===== config.mk =====
export PLATFORM = sky130hd
export DESIGN_NAME = flash_cmd_device_flat
export DESIGN_NICKNAME = d
export VERILOG_FILES = /design/src/rtl/flash_cmd_pkg.sv /design/src/rtl/flash_link_if.sv /design/src/rtl/flash_cmd_device.sv /design/src/flat_wrapper.sv
export SDC_FILE = /design/constraint.sdc
export NUM_CORES = 1
export LEC_CHECK = 0
export BUFFER_PORTS_ARGS = -buffer_cell sky130_fd_sc_hd__buf_4
export CAP_MARGIN = 5
export CORE_UTILIZATION = 28
export DETAILED_ROUTE_END_ITERATION = 8
export PLACE_DENSITY = 0.45
export SLEW_MARGIN = 20
export SYNTH_ARGS = -nofsm -noshare
export SYNTH_HDL_FRONTEND = slang
export SYNTH_SLANG_ARGS = --single-unit

===== constraint.sdc =====
create_clock -name clk -period 2.5 [get_ports clk]
set_input_delay 0.125 -clock clk [delete_from_list [all_inputs] [get_ports clk]]
set_output_delay 0.125 -clock clk [all_outputs]
set_load 0.01 [all_outputs]

===== src/rtl/flash_cmd_pkg.sv =====
// Purpose: shared constants for the serial flash status / upper address command pair
// Assumes: single-line serial framing, MSB first
// Notes: masks select the bits that a status write may change
package flash_cmd_pkg;
    // ------------------------------------------------------------
    // instruction codes
    // ------------------------------------------------------------
    localparam logic [7:0] OP_WRITE_ENABLE = 8'h06;
    localparam logic [7:0] OP_VOLATILE_ENABLE = 8'h50;
    localparam logic [7:0] OP_WRITE_DISABLE = 8'h04;
    localparam logic [7:0] OP_READ_SR1 = 8'h05;
    localparam logic [7:0] OP_READ_SR2 = 8'h35;
    localparam logic [7:0] OP_READ_SR3 = 8'h15;
    localparam logic [7:0] OP_WRITE_SR1 = 8'h01;
    localparam logic [7:0] OP_WRITE_SR2 = 8'h31;
    localparam logic [7:0] OP_WRITE_SR3 = 8'h11;
    localparam logic [7:0] OP_READ_UPPER = 8'hc8;
    localparam logic [7:0] OP_WRITE_UPPER = 8'hc5;
    localparam logic [7:0] OP_ENTER_4BYTE = 8'hb7;
    localparam logic [7:0] OP_EXIT_4BYTE = 8'he9;
    // ------------------------------------------------------------
    // status layout
    // ------------------------------------------------------------
    // sr1: 7 protect_lock_bit_low, 6 sector_granularity_select, 5 top_bottom_select,
    //      4:2 block_protect_field, 1 write_enable_latch, 0 busy
    // sr2: 7 suspend (ro), 6 protect_complement, 5:3 security_lock_bits, 2 reserved, 1 quad_enable,
    //      0 protect_lock_bit_high
    // sr3: 7 hold/reset select, 6 drive_strength_high, 5 drive_strength_low, 4 dummy_config_high,
    //      3 dummy_config_low, 0 address_size_flag (ro)
    localparam logic [7:0] SR1_WRITE_MASK = 8'hfc;
    localparam logic [7:0] SR2_WRITE_MASK = 8'h7b;
    localparam logic [7:0] SR3_WRITE_MASK = 8'hf8;
    localparam logic [7:0] SR2_LOCK_MASK = 8'h38;
    localparam logic [7:0] SR2_PROTECT_HIGH_MASK = 8'h01;
    localparam logic [7:0] SR2_QUAD_MASK = 8'h02;
    localparam int SR2_QUAD_BIT = 1;
    localparam logic [7:0] SR_RESET = 8'h00;
    localparam logic [7:0] UPPER_RESET = 8'h00;
    // ------------------------------------------------------------
    // frame lengths in bits
    // ------------------------------------------------------------
    localparam logic [4:0] BITS_OPCODE = 5'd8;
    localparam logic [4:0] BITS_ONE_DATA = 5'd16;
    localparam logic [4:0] BITS_TWO_DATA = 5'd24;
    // ------------------------------------------------------------
    // timing
    // ------------------------------------------------------------
    localparam int CLK_PERIOD_NS = 50;
    localparam int NV_WRITE_TIME_NS = 10000;
    localparam int NV_WRITE_CYCLES = (NV_WRITE_TIME_NS + CLK_PERIOD_NS - 1) / CLK_PERIOD_NS;
    localparam int SCLK_HALF_TIME_NS = 400;
    localparam int SCLK_HALF_CYCLES = (SCLK_HALF_TIME_NS + CLK_PERIOD_NS - 1) / CLK_PERIOD_NS;
    // ------------------------------------------------------------
    // host register map (byte addresses)
    // ------------------------------------------------------------
    localparam logic [3:0] REG_CONTROL = 4'h0;
    localparam logic [3:0] REG_TX_DATA = 4'h4;
    localparam logic [3:0] REG_RX_DATA = 4'h8;
    localparam logic [3:0] REG_STATUS = 4'hc;
    localparam int CTRL_TX_LSB = 8;
    localparam int CTRL_RX_LSB = 10;
endpackage


===== src/rtl/flash_link_if.sv =====
// Purpose: serial link between flash command host and device
// Assumes: host drives select and serial clock
// Notes: separate data lines, no shared pin
`timescale 1ns/100ps
interface flash_link_if;
    logic csN;
    logic sclk;
    logic mosi;
    logic miso;
    modport device(input csN, input sclk, input mosi, output miso);
    modport host(output csN, output sclk, output mosi, input miso);
endinterface


===== src/rtl/flash_cmd_device.sv =====
// Purpose: status register, write-enable latch and upper address byte command handling
// Assumes: link pins asynchronous to clk; sclk at most clk/8
// Notes: array read, program and erase sit outside and talk through the side ports
//
// Added by the designer: the Avalon-MM slave port and the register offsets.
`timescale 1ns/100ps
// Functional notes
// write enable code sets latch
// latch required before any modifying operation
// volatile enable leaves latch, arms next write
// write disable clears latch
// latch cleared at reset and completions
// read status codes shift MSB first
// status reads allowed while busy
// status byte repeats until select rises
// only writable fields change
// security lock bits never return to zero
// nonvolatile write needs latch, code, data
// volatile write keeps latch and OTP bits
// reset reloads volatile from nonvolatile copies
// nonvolatile write busy, then clears latch
// volatile write applies promptly, busy stays zero
// quad enable frozen in four-line mode
// code 01h writes one or two registers
// upper byte readable, used in 3-byte mode
// 4-byte commands overwrite upper byte
// upper byte write needs latch
// upper byte cleared at any reset
// host rechecks upper byte on mode exit
// enter code selects 32-bit addressing
// writes without latch are ignored
module flash_cmd_device
    import flash_cmd_pkg::*;
#(
    parameter int NV_CYCLES = NV_WRITE_CYCLES,
    parameter logic [7:0] SR1_INIT = SR_RESET,
    parameter logic [7:0] SR2_INIT = SR_RESET,
    parameter logic [7:0] SR3_INIT = SR_RESET
) (
    // clock and reset
    input wire logic clk,
    input wire logic rst,
    // serial link
    flash_link_if.device link,
    // rest of device
    input wire logic deviceReset,
    input wire logic arrayBusy,
    input wire logic programDone,
    input wire logic fourLineCommandMode,
    input wire logic addrTopValid,
    input wire logic [7:0] addrTopByte,
    output logic writeEnableLatch,
    output logic busy,
    output logic addressSizeFlag,
    output logic [7:0] upperAddressByte,
    output logic quadEnable
);
    // ------------------------------------------------------------
    // pin synchronisers and edges
    // ------------------------------------------------------------
    logic [1:0] csSync, sclkSync, mosiSync;
    logic csLast, sclkLast;
    always_ff @(posedge clk) begin
        if (rst) begin
            csSync <= 2'h3;
            sclkSync <= 2'h0;
            mosiSync <= 2'h0;
            csLast <= 1'b1;
            sclkLast <= 1'b0;
        end else begin
            csSync <= {csSync[0], link.csN};
            sclkSync <= {sclkSync[0], link.sclk};
            mosiSync <= {mosiSync[0], link.mosi};
            csLast <= csSync[1];
            sclkLast <= sclkSync[1];
        end
    end
    logic selected, riseEdge, fallEdge, frameEnd;
    assign selected = !csSync[1];
    assign riseEdge = selected && sclkSync[1] && !sclkLast;
    assign fallEdge = selected && !sclkSync[1] && sclkLast;
    assign frameEnd = csSync[1] && !csLast;
    // ------------------------------------------------------------
    // receive: opcode and up to two data bytes
    // ------------------------------------------------------------
    logic [4:0] bitCount;
    logic [7:0] shiftIn, opcode, data1, data2;
    logic [7:0] nextByte;
    assign nextByte = {shiftIn[6:0], mosiSync[1]};
    always_ff @(posedge clk) begin
        if (rst || frameEnd) begin
            bitCount <= 5'd0;
            shiftIn <= 8'h00;
        end else if (riseEdge) begin
            shiftIn <= nextByte;
            if (bitCount != BITS_TWO_DATA) bitCount <= bitCount + 5'd1;
        end
    end
    always_ff @(posedge clk) begin
        if (rst) begin
            opcode <= 8'h00;
            data1 <= 8'h00;
            data2 <= 8'h00;
        end else if (riseEdge) begin
            if (bitCount == BITS_OPCODE - 5'd1) opcode <= nextByte;
            if (bitCount == BITS_ONE_DATA - 5'd1) data1 <= nextByte;
            if (bitCount == BITS_TWO_DATA - 5'd1) data2 <= nextByte;
        end
    end
    logic endOp, endOne, endTwo;
    assign endOp = frameEnd && bitCount == BITS_OPCODE;
    assign endOne = frameEnd && bitCount == BITS_ONE_DATA;
    assign endTwo = frameEnd && bitCount == BITS_TWO_DATA;
    // ------------------------------------------------------------
    // status storage
    // ------------------------------------------------------------
    logic [7:0] nv1, nv2, nv3, sr1, sr2, sr3;
    logic volatileArmed, cycleBusy;
    logic [15:0] cycleCount;
    logic [2:0] pendSel;
    logic [7:0] pend1, pend2;
    // keeps old bits outside mask; otp bits only ever set
    function automatic logic [7:0] merge(input logic [7:0] old, input logic [7:0] val,
                                         input logic [7:0] mask, input logic [7:0] otp);
        merge = (old & ~mask) | (val & mask) | (old & otp);
    endfunction
    logic [7:0] sr2Mask;
    assign sr2Mask = fourLineCommandMode ? (SR2_WRITE_MASK & ~SR2_QUAD_MASK) : SR2_WRITE_MASK;
    logic isStatusWrite, writeLegal, volatileWrite, nvStart;
    logic [2:0] writeSel;
    logic [7:0] writeA, writeB;
    always_comb begin
        writeSel = 3'b000;
        writeA = data1;
        writeB = data2;
        if (opcode == OP_WRITE_SR1 && endTwo) begin
            writeSel = 3'b011;
        end else if (endOne) begin
            unique case (opcode)
                OP_WRITE_SR1: writeSel = 3'b001;
                OP_WRITE_SR2: begin
                    writeSel = 3'b010;
                    writeB = data1;
                end
                OP_WRITE_SR3: writeSel = 3'b100;
                default: writeSel = 3'b000;
            endcase
        end
    end
    assign isStatusWrite = writeSel != 3'b000;
    assign writeLegal = isStatusWrite && !busy;
    assign volatileWrite = writeLegal && volatileArmed;
    assign nvStart = writeLegal && !volatileArmed && writeEnableLatch;
    logic upperWrite;
    assign upperWrite = endOne && opcode == OP_WRITE_UPPER && !busy && writeEnableLatch;
    // ------------------------------------------------------------
    // nonvolatile write cycle
    // ------------------------------------------------------------
    logic cycleDone;
    assign cycleDone = cycleBusy && cycleCount == 16'(NV_CYCLES - 1);
    always_ff @(posedge clk) begin
        if (rst || deviceReset) begin
            cycleBusy <= 1'b0;
            cycleCount <= 16'h0000;
            pendSel <= 3'b000;
            pend1 <= 8'h00;
            pend2 <= 8'h00;
        end else if (nvStart) begin
            cycleBusy <= 1'b1;
            cycleCount <= 16'h0000;
            pendSel <= writeSel;
            pend1 <= writeA;
            pend2 <= writeB;
        end else if (cycleDone) begin
            cycleBusy <= 1'b0;
        end else if (cycleBusy) begin
            cycleCount <= cycleCount + 16'h0001;
        end
    end
    assign busy = cycleBusy || arrayBusy;
    always_ff @(posedge clk) begin
        if (rst) begin
            nv1 <= SR1_INIT;
            nv2 <= SR2_INIT;
            nv3 <= SR3_INIT;
        end else if (cycleDone) begin
            if (pendSel[0]) nv1 <= merge(nv1, pend1, SR1_WRITE_MASK, 8'h00);
            if (pendSel[1]) nv2 <= merge(nv2, pend2, sr2Mask, SR2_LOCK_MASK);
            if (pendSel[2]) nv3 <= merge(nv3, pend1, SR3_WRITE_MASK, 8'h00);
        end
    end
    // live copies: volatile writes land at once, reset reloads
    always_ff @(posedge clk) begin
        if (rst) begin
            sr1 <= SR1_INIT;
            sr2 <= SR2_INIT;
            sr3 <= SR3_INIT;
        end else if (deviceReset) begin
            sr1 <= nv1;
            sr2 <= nv2;
            sr3 <= nv3;
        end else if (volatileWrite) begin
            if (writeSel[0]) sr1 <= merge(sr1, writeA, SR1_WRITE_MASK, 8'h00);
            if (writeSel[1]) sr2 <= merge(sr2, writeB, sr2Mask, SR2_LOCK_MASK | SR2_PROTECT_HIGH_MASK);
            if (writeSel[2]) sr3 <= merge(sr3, writeA, SR3_WRITE_MASK, 8'h00);
        end else if (cycleDone) begin
            if (pendSel[0]) sr1 <= merge(nv1, pend1, SR1_WRITE_MASK, 8'h00);
            if (pendSel[1]) sr2 <= merge(nv2, pend2, sr2Mask, SR2_LOCK_MASK);
            if (pendSel[2]) sr3 <= merge(nv3, pend1, SR3_WRITE_MASK, 8'h00);
        end
    end
    assign quadEnable = sr2[SR2_QUAD_BIT];
    // ------------------------------------------------------------
    // latch, volatile arm, address mode, upper byte
    // ------------------------------------------------------------
    always_ff @(posedge clk) begin
        if (rst || deviceReset || cycleDone || programDone || upperWrite) begin
            writeEnableLatch <= 1'b0;
        end else if (endOp && opcode == OP_WRITE_ENABLE) begin
            writeEnableLatch <= 1'b1;
        end else if (endOp && opcode == OP_WRITE_DISABLE) begin
            writeEnableLatch <= 1'b0;
        end
    end
    always_ff @(posedge clk) begin
        if (rst || deviceReset) volatileArmed <= 1'b0;
        else if (frameEnd) volatileArmed <= endOp && opcode == OP_VOLATILE_ENABLE;
    end
    always_ff @(posedge clk) begin
        if (rst || deviceReset) addressSizeFlag <= 1'b0;
        else if (endOp && opcode == OP_ENTER_4BYTE) addressSizeFlag <= 1'b1;
        else if (endOp && opcode == OP_EXIT_4BYTE) addressSizeFlag <= 1'b0;
    end
    always_ff @(posedge clk) begin
        if (rst || deviceReset) upperAddressByte <= UPPER_RESET;
        else if (upperWrite) upperAddressByte <= data1;
        else if (addrTopValid && addressSizeFlag) upperAddressByte <= addrTopByte;
    end
    // ------------------------------------------------------------
    // transmit: selected byte repeats until select rises
    // ------------------------------------------------------------
    logic [7:0] liveByte, snap;
    logic [2:0] outCount;
    logic reading;
    always_comb begin
        unique case (opcode)
            OP_READ_SR1: liveByte = {sr1[7:2], writeEnableLatch, busy};
            OP_READ_SR2: liveByte = sr2;
            OP_READ_SR3: liveByte = {sr3[7:1], addressSizeFlag};
            OP_READ_UPPER: liveByte = upperAddressByte;
            default: liveByte = 8'h00;
        endcase
    end
    assign reading = bitCount >= BITS_OPCODE && (opcode == OP_READ_SR1 || opcode == OP_READ_SR2
                     || opcode == OP_READ_SR3 || opcode == OP_READ_UPPER);
    always_ff @(posedge clk) begin
        if (rst || frameEnd) begin
            outCount <= 3'd0;
            snap <= 8'h00;
            link.miso <= 1'b0;
        end else if (fallEdge && reading) begin
            outCount <= outCount + 3'd1;
            if (outCount == 3'd0) begin
                snap <= liveByte; // fresh byte each pass so busy polling tracks
                link.miso <= liveByte[7];
            end else begin
                link.miso <= snap[3'd7 - outCount];
            end
        end
    end
endmodule


===== src/flat_wrapper.sv =====
// flat-port wrapper written by rule: the top's interface ports become plain ports
module flash_cmd_device_flat import flash_cmd_pkg::*;
#(
    parameter int NV_CYCLES = NV_WRITE_CYCLES,
    parameter logic [7:0] SR1_INIT = SR_RESET,
    parameter logic [7:0] SR2_INIT = SR_RESET,
    parameter logic [7:0] SR3_INIT = SR_RESET
)
  (clk, rst, deviceReset, arrayBusy, programDone, fourLineCommandMode, addrTopValid, addrTopByte, writeEnableLatch, busy, addressSizeFlag, upperAddressByte, quadEnable, link_csN, link_sclk, link_mosi, link_miso);
  flash_link_if link_i ();
  input wire logic clk;
  input wire logic rst;
  input wire logic deviceReset;
  input wire logic arrayBusy;
  input wire logic programDone;
  input wire logic fourLineCommandMode;
  input wire logic addrTopValid;
  input wire logic [7:0] addrTopByte;
  output logic writeEnableLatch;
  output logic busy;
  output logic addressSizeFlag;
  output logic [7:0] upperAddressByte;
  output logic quadEnable;
  input wire logic [$bits(link_i.csN)-1:0] link_csN;
  input wire logic [$bits(link_i.sclk)-1:0] link_sclk;
  input wire logic [$bits(link_i.mosi)-1:0] link_mosi;
  output wire logic [$bits(link_i.miso)-1:0] link_miso;
  assign link_i.csN = link_csN;
  assign link_i.sclk = link_sclk;
  assign link_i.mosi = link_mosi;
  assign link_miso = link_i.miso;
  flash_cmd_device #(.NV_CYCLES(NV_CYCLES), .SR1_INIT(SR1_INIT), .SR2_INIT(SR2_INIT), .SR3_INIT(SR3_INIT)) u_core (.clk(clk), .rst(rst), .link(link_i), .deviceReset(deviceReset), .arrayBusy(arrayBusy), .programDone(programDone), .fourLineCommandMode(fourLineCommandMode), .addrTopValid(addrTopValid), .addrTopByte(addrTopByte), .writeEnableLatch(writeEnableLatch), .busy(busy), .addressSizeFlag(addressSizeFlag), .upperAddressByte(upperAddressByte), .quadEnable(quadEnable));
endmodule

==> flow_metrics.tcl <==
set metrics [dict create \
    highest_attainable_clock_frequency_mhz 439 \
    clk_transition_reported_paths_ns 0.06 \
    power_leakage_uw 0.00264 \
    synthesis.yosys.warnings 0 \
    antenna-diode-count 0 \
    cts_tree "built" \
    hold_path.class "input port to register" \
    synthCells 652 \
    dp_worst_setup_slack_ns 0.150 \
    cp.buffers_inverters 0 \
    worst_setup_path_type "register to register" \
    wire_length_of_the_first_global_routing_pass_mm 26.1 \
    finalWeightedCongestion 0.826 \
    syn-num-nets 676 \
    die_height_um 146 \
    max-cap-violations 0 \
    synthDominantCellAreaShare_pct 44.9 \
    crit_required_ns 2.82 \
    relSlewSlack_pct 48.0 \
    groute.usage.overall_pct 15.8 \
    overflow 0 \
    drive_above_1_share_pct 15.0 \
    finalClockSkew_ns 0.0103 \
    worst_skew_pair.late_latency_ns 0.42 \
    ctsRootBufferMaster "clkbuf_16" \
    worst_pin_slew_ns 0.775 \
    critical_path.max_stage_delay_ns 0.60 \
    grt_start_max_net_pins 57 \
    cp_cell_instances "or4_1 -> nor4_4 -> and2_1 -> or3_1 -> nor2_1 -> a311oi_1" \
    synth_edf_count 0 \
    dp_hpwl_mm 11.6 \
    die_width_um 146 \
    number_of_hold_slack_violations_in_the_final_timing_report 0 \
    fillerInstances 2073 \
    totalWireLength_mm 16.1 \
    critPathTopFamily "simple AND/OR/NAND/NOR gates" \
    port-buffer-count 30 \
    postSynthRegisterBits 131 \
    syn_area_um2 5840 \
    via_count 4818 \
    worst_ir_drop_vdd_uv 406 \
    share_of_the_yosys_chip_area_belonging_to_registers_pct 44.9 \
    async_reset_ff_share_pct 0 \
    netlist_top_cells_area "dfxtp_1 45%, mux2i_1 7.5%, nor2_1 6.6%" \
    run_status "completed" \
    timing.final.setup_violations 0 \
    placeableCoreArea_um2 20400 \
    finalCriticalPeriod_ns 2.28 \
    fp.dieArea_um2 21400 \
    critPathArrivalTime_ns 2.60 \
    yosys.cell_types.count 62 \
    grt_setup_unrepaired "no" \
    cell_type_contributing_the_most_total_cell_area_after_synthesis "dfxtp_1" \
    detail-route-antenna-nets 0 \
    clock_path_buffers 2 \
    syn_to_final_growth_pct 20.2 \
    wl_per_cell_um 16.5 \
    initial_antenna_violation_count 0 \
    worst_path_max_delay_cell "or4_1" \
    io_pins 31 \
    crit_path_end_kind "register" \
    effective_utilization_at_floorplan_pct 28.7 \
    cts_buffers 17 \
    ys.flop_type "dfxtp_1" \
    fp-row-count 52 \
    postCtsResizedCells 0 \
    nNetsFinal 717 \
    h-tree-depth 4 \
    drtIter0Drc 345 \
    crit_path_max_fanout 8 \
    final.period_utilization_pct 91.2 \
    finalWorstSetupSlack_ns 0.221 \
    finalMaxSlewViolations 0 \
    tritoncts_num_sinks 131 \
    setup_total_negative_slack_ns 0 \
    post-route-drc-count 0 \
    drt_first_pass_iters 5 \
    crit_path_start_kind "register" \
    routed_via_density 4.94 \
    first_global_vias 4606 \
    syn_area_per_cell_um2 8.96 \
    power_density_nw_per_um2 655 \
]
-- stage by stage --
step / hold slack [ns] / power [uW] / utilization [%] / cell area [um^2] / cells
2_1_floorplan: 0.229 / 2230 / - / 5840 / 652
3_3_place_gp: 0.310 / 2290 / 31.5 / 6410 / 938
3_5_place_dp: 0.314 / 2290 / 31.5 / 6410 / 938
4_1_cts: 0.0467 / 4660 / 34.4 / 7000 / 974
5_1_grt: 0.0463 / 4770 / 34.5 / 7020 / 976
6_report: 0.0619 / 4600 / 34.5 / 7020 / 976
-- synth_stat cells, types with 3 or more instances --
| library cell | count |
|---|---|
| nor4_1 | 6 |
| and3_1 | 5 |
| a311oi_1 | 4 |
| nor3b_1 | 5 |
| a31oi_1 | 3 |
| or3_1 | 8 |
| nand2_1 | 73 |
| a22o_1 | 6 |
| nand4_1 | 11 |
| inv_1 | 10 |
| a211oi_1 | 16 |
| xor2_1 | 15 |
| nand3_1 | 8 |
| or2_2 | 4 |
| clkbuf_1 | 25 |
| mux2_2 | 4 |
| xnor2_1 | 4 |
| mux2i_1 | 44 |
| dfxtp_1 | 131 |
| nand2b_1 | 18 |
| or2_1 | 3 |
| a21oi_1 | 40 |
| a32o_1 | 10 |
| ha_1 | 6 |
| and3b_1 | 3 |
| and2_1 | 3 |
| nor2b_1 | 7 |
| nor3_1 | 15 |
| buf_2 | 9 |
| nor2_1 | 103 |
| a221oi_1 | 6 |
| o21ai_1 | 5 |
-- worst register-to-register path, cell delays in order (launching register included) --
cell      delay [ns]
dfxtp_1         0.35
or4_1           0.60
nor4_4          0.33
and2_1          0.24
or3_1           0.32
nor2_1          0.07
a311oi_1        0.25
-- metal layers --
| metal | global-route usage [%] | share of wire (%) |
|---|---|---|
| met4 | 5.21 | 1.1 |
| met1 | 21.6 | 49 |
| met5 | 0 | 0 |
| met2 | 24.6 | 46 |
| met3 | 3.50 | 4.2 |
-- flip-flops by register name (all words and copies together) (netlist names), 5 cells and up --
signal,flops
u_core.nv1,6
u_core.bitCount,5
u_core.opcode,8
u_core.pend2,6
u_core.nv2,6
u_core.nv3,5
u_core.data1,8
u_core.sr2,6
u_core.upperAddressByte,8
u_core.cycleCount,16
u_core.data2,6
u_core.sr3,5
u_core.snap,8
u_core.shiftIn,7
u_core.sr1,6
u_core.pend1,6
-- cells by family after synthesis --
kind of cell | after synthesis | share of synthesized area, %
simple gates | 292 | 25.3
mux | 50 | 9.08
compound gates | 107 | 13.0
xor+xnor | 19 | 2.85
fa+ha+maj | 6 | 1.29
buf+inv | 47 | 3.53
flops | 131 | 44.9
-- what timing repair did --
action,in CTS,in global routing
hold buffers,4,0
endpoints found under the hold margin,4,0
buffers inserted,0,2
setup endpoints to repair,0,3
-- where the power goes --
part | switching, uW | leakage [uW] | internal [uW]
Clock | 910 | 0.000271 | 1430
Combinational | 81.3 | 0.00131 | 51.8
Sequential | 13.7 | 0.00106 | 2110
-- placed cells by master, fill, tap and decap left out, types with 6 or more instances in the layout --
cell type,count
nand2b_1,18
nor3_1,15
a211oi_1,16
inv_1,10
nand4_1,11
nor4_1,6
clkinv_2,6
nand2_1,73
nor2_1,103
a22o_1,6
or3_1,8
a32o_1,10
nand3_1,8
mux2i_1,44
clkbuf_16,17
dfxtp_1,131
a221oi_1,6
buf_4,55
a21oi_1,40
nor2b_1,7
ha_1,6
xor2_1,15
-- worst paths after layout --
kind | start | to | slack (ns) | cells after the start
hold reg to reg | u_core.csSync[0] | u_core.csSync[1] | 0.41 | 1
hold / removal | addrTopByte[2] | u_core.upperAddressByte[2] | 0.06 | 3
setup / recovery | u_core.cycleCount[3] | u_core.sr2[0] | 0.22 | 6
setup reg to reg | u_core.cycleCount[3] | u_core.sr2[0] | 0.22 | 6
-- layout make-up --
| cell class | instances | area [um^2] | share of cell area [%] |
|---|---|---|---|
| Clock inverter | 10 | 82.6 | 1.18 |
| Sequential cell | 131 | 2620 | 37.4 |
| Clock buffer | 22 | 474 | 6.76 |
| Inverter | 10 | 37.5 | 0.535 |
| Tap cell | 270 | 338 | 4.81 |
| Multi-Input combinational cell | 474 | 3010 | 42.9 |
| Timing Repair Buffer | 59 | 453 | 6.45 |
No activity file was read; power rests on OpenSTA's default activity.
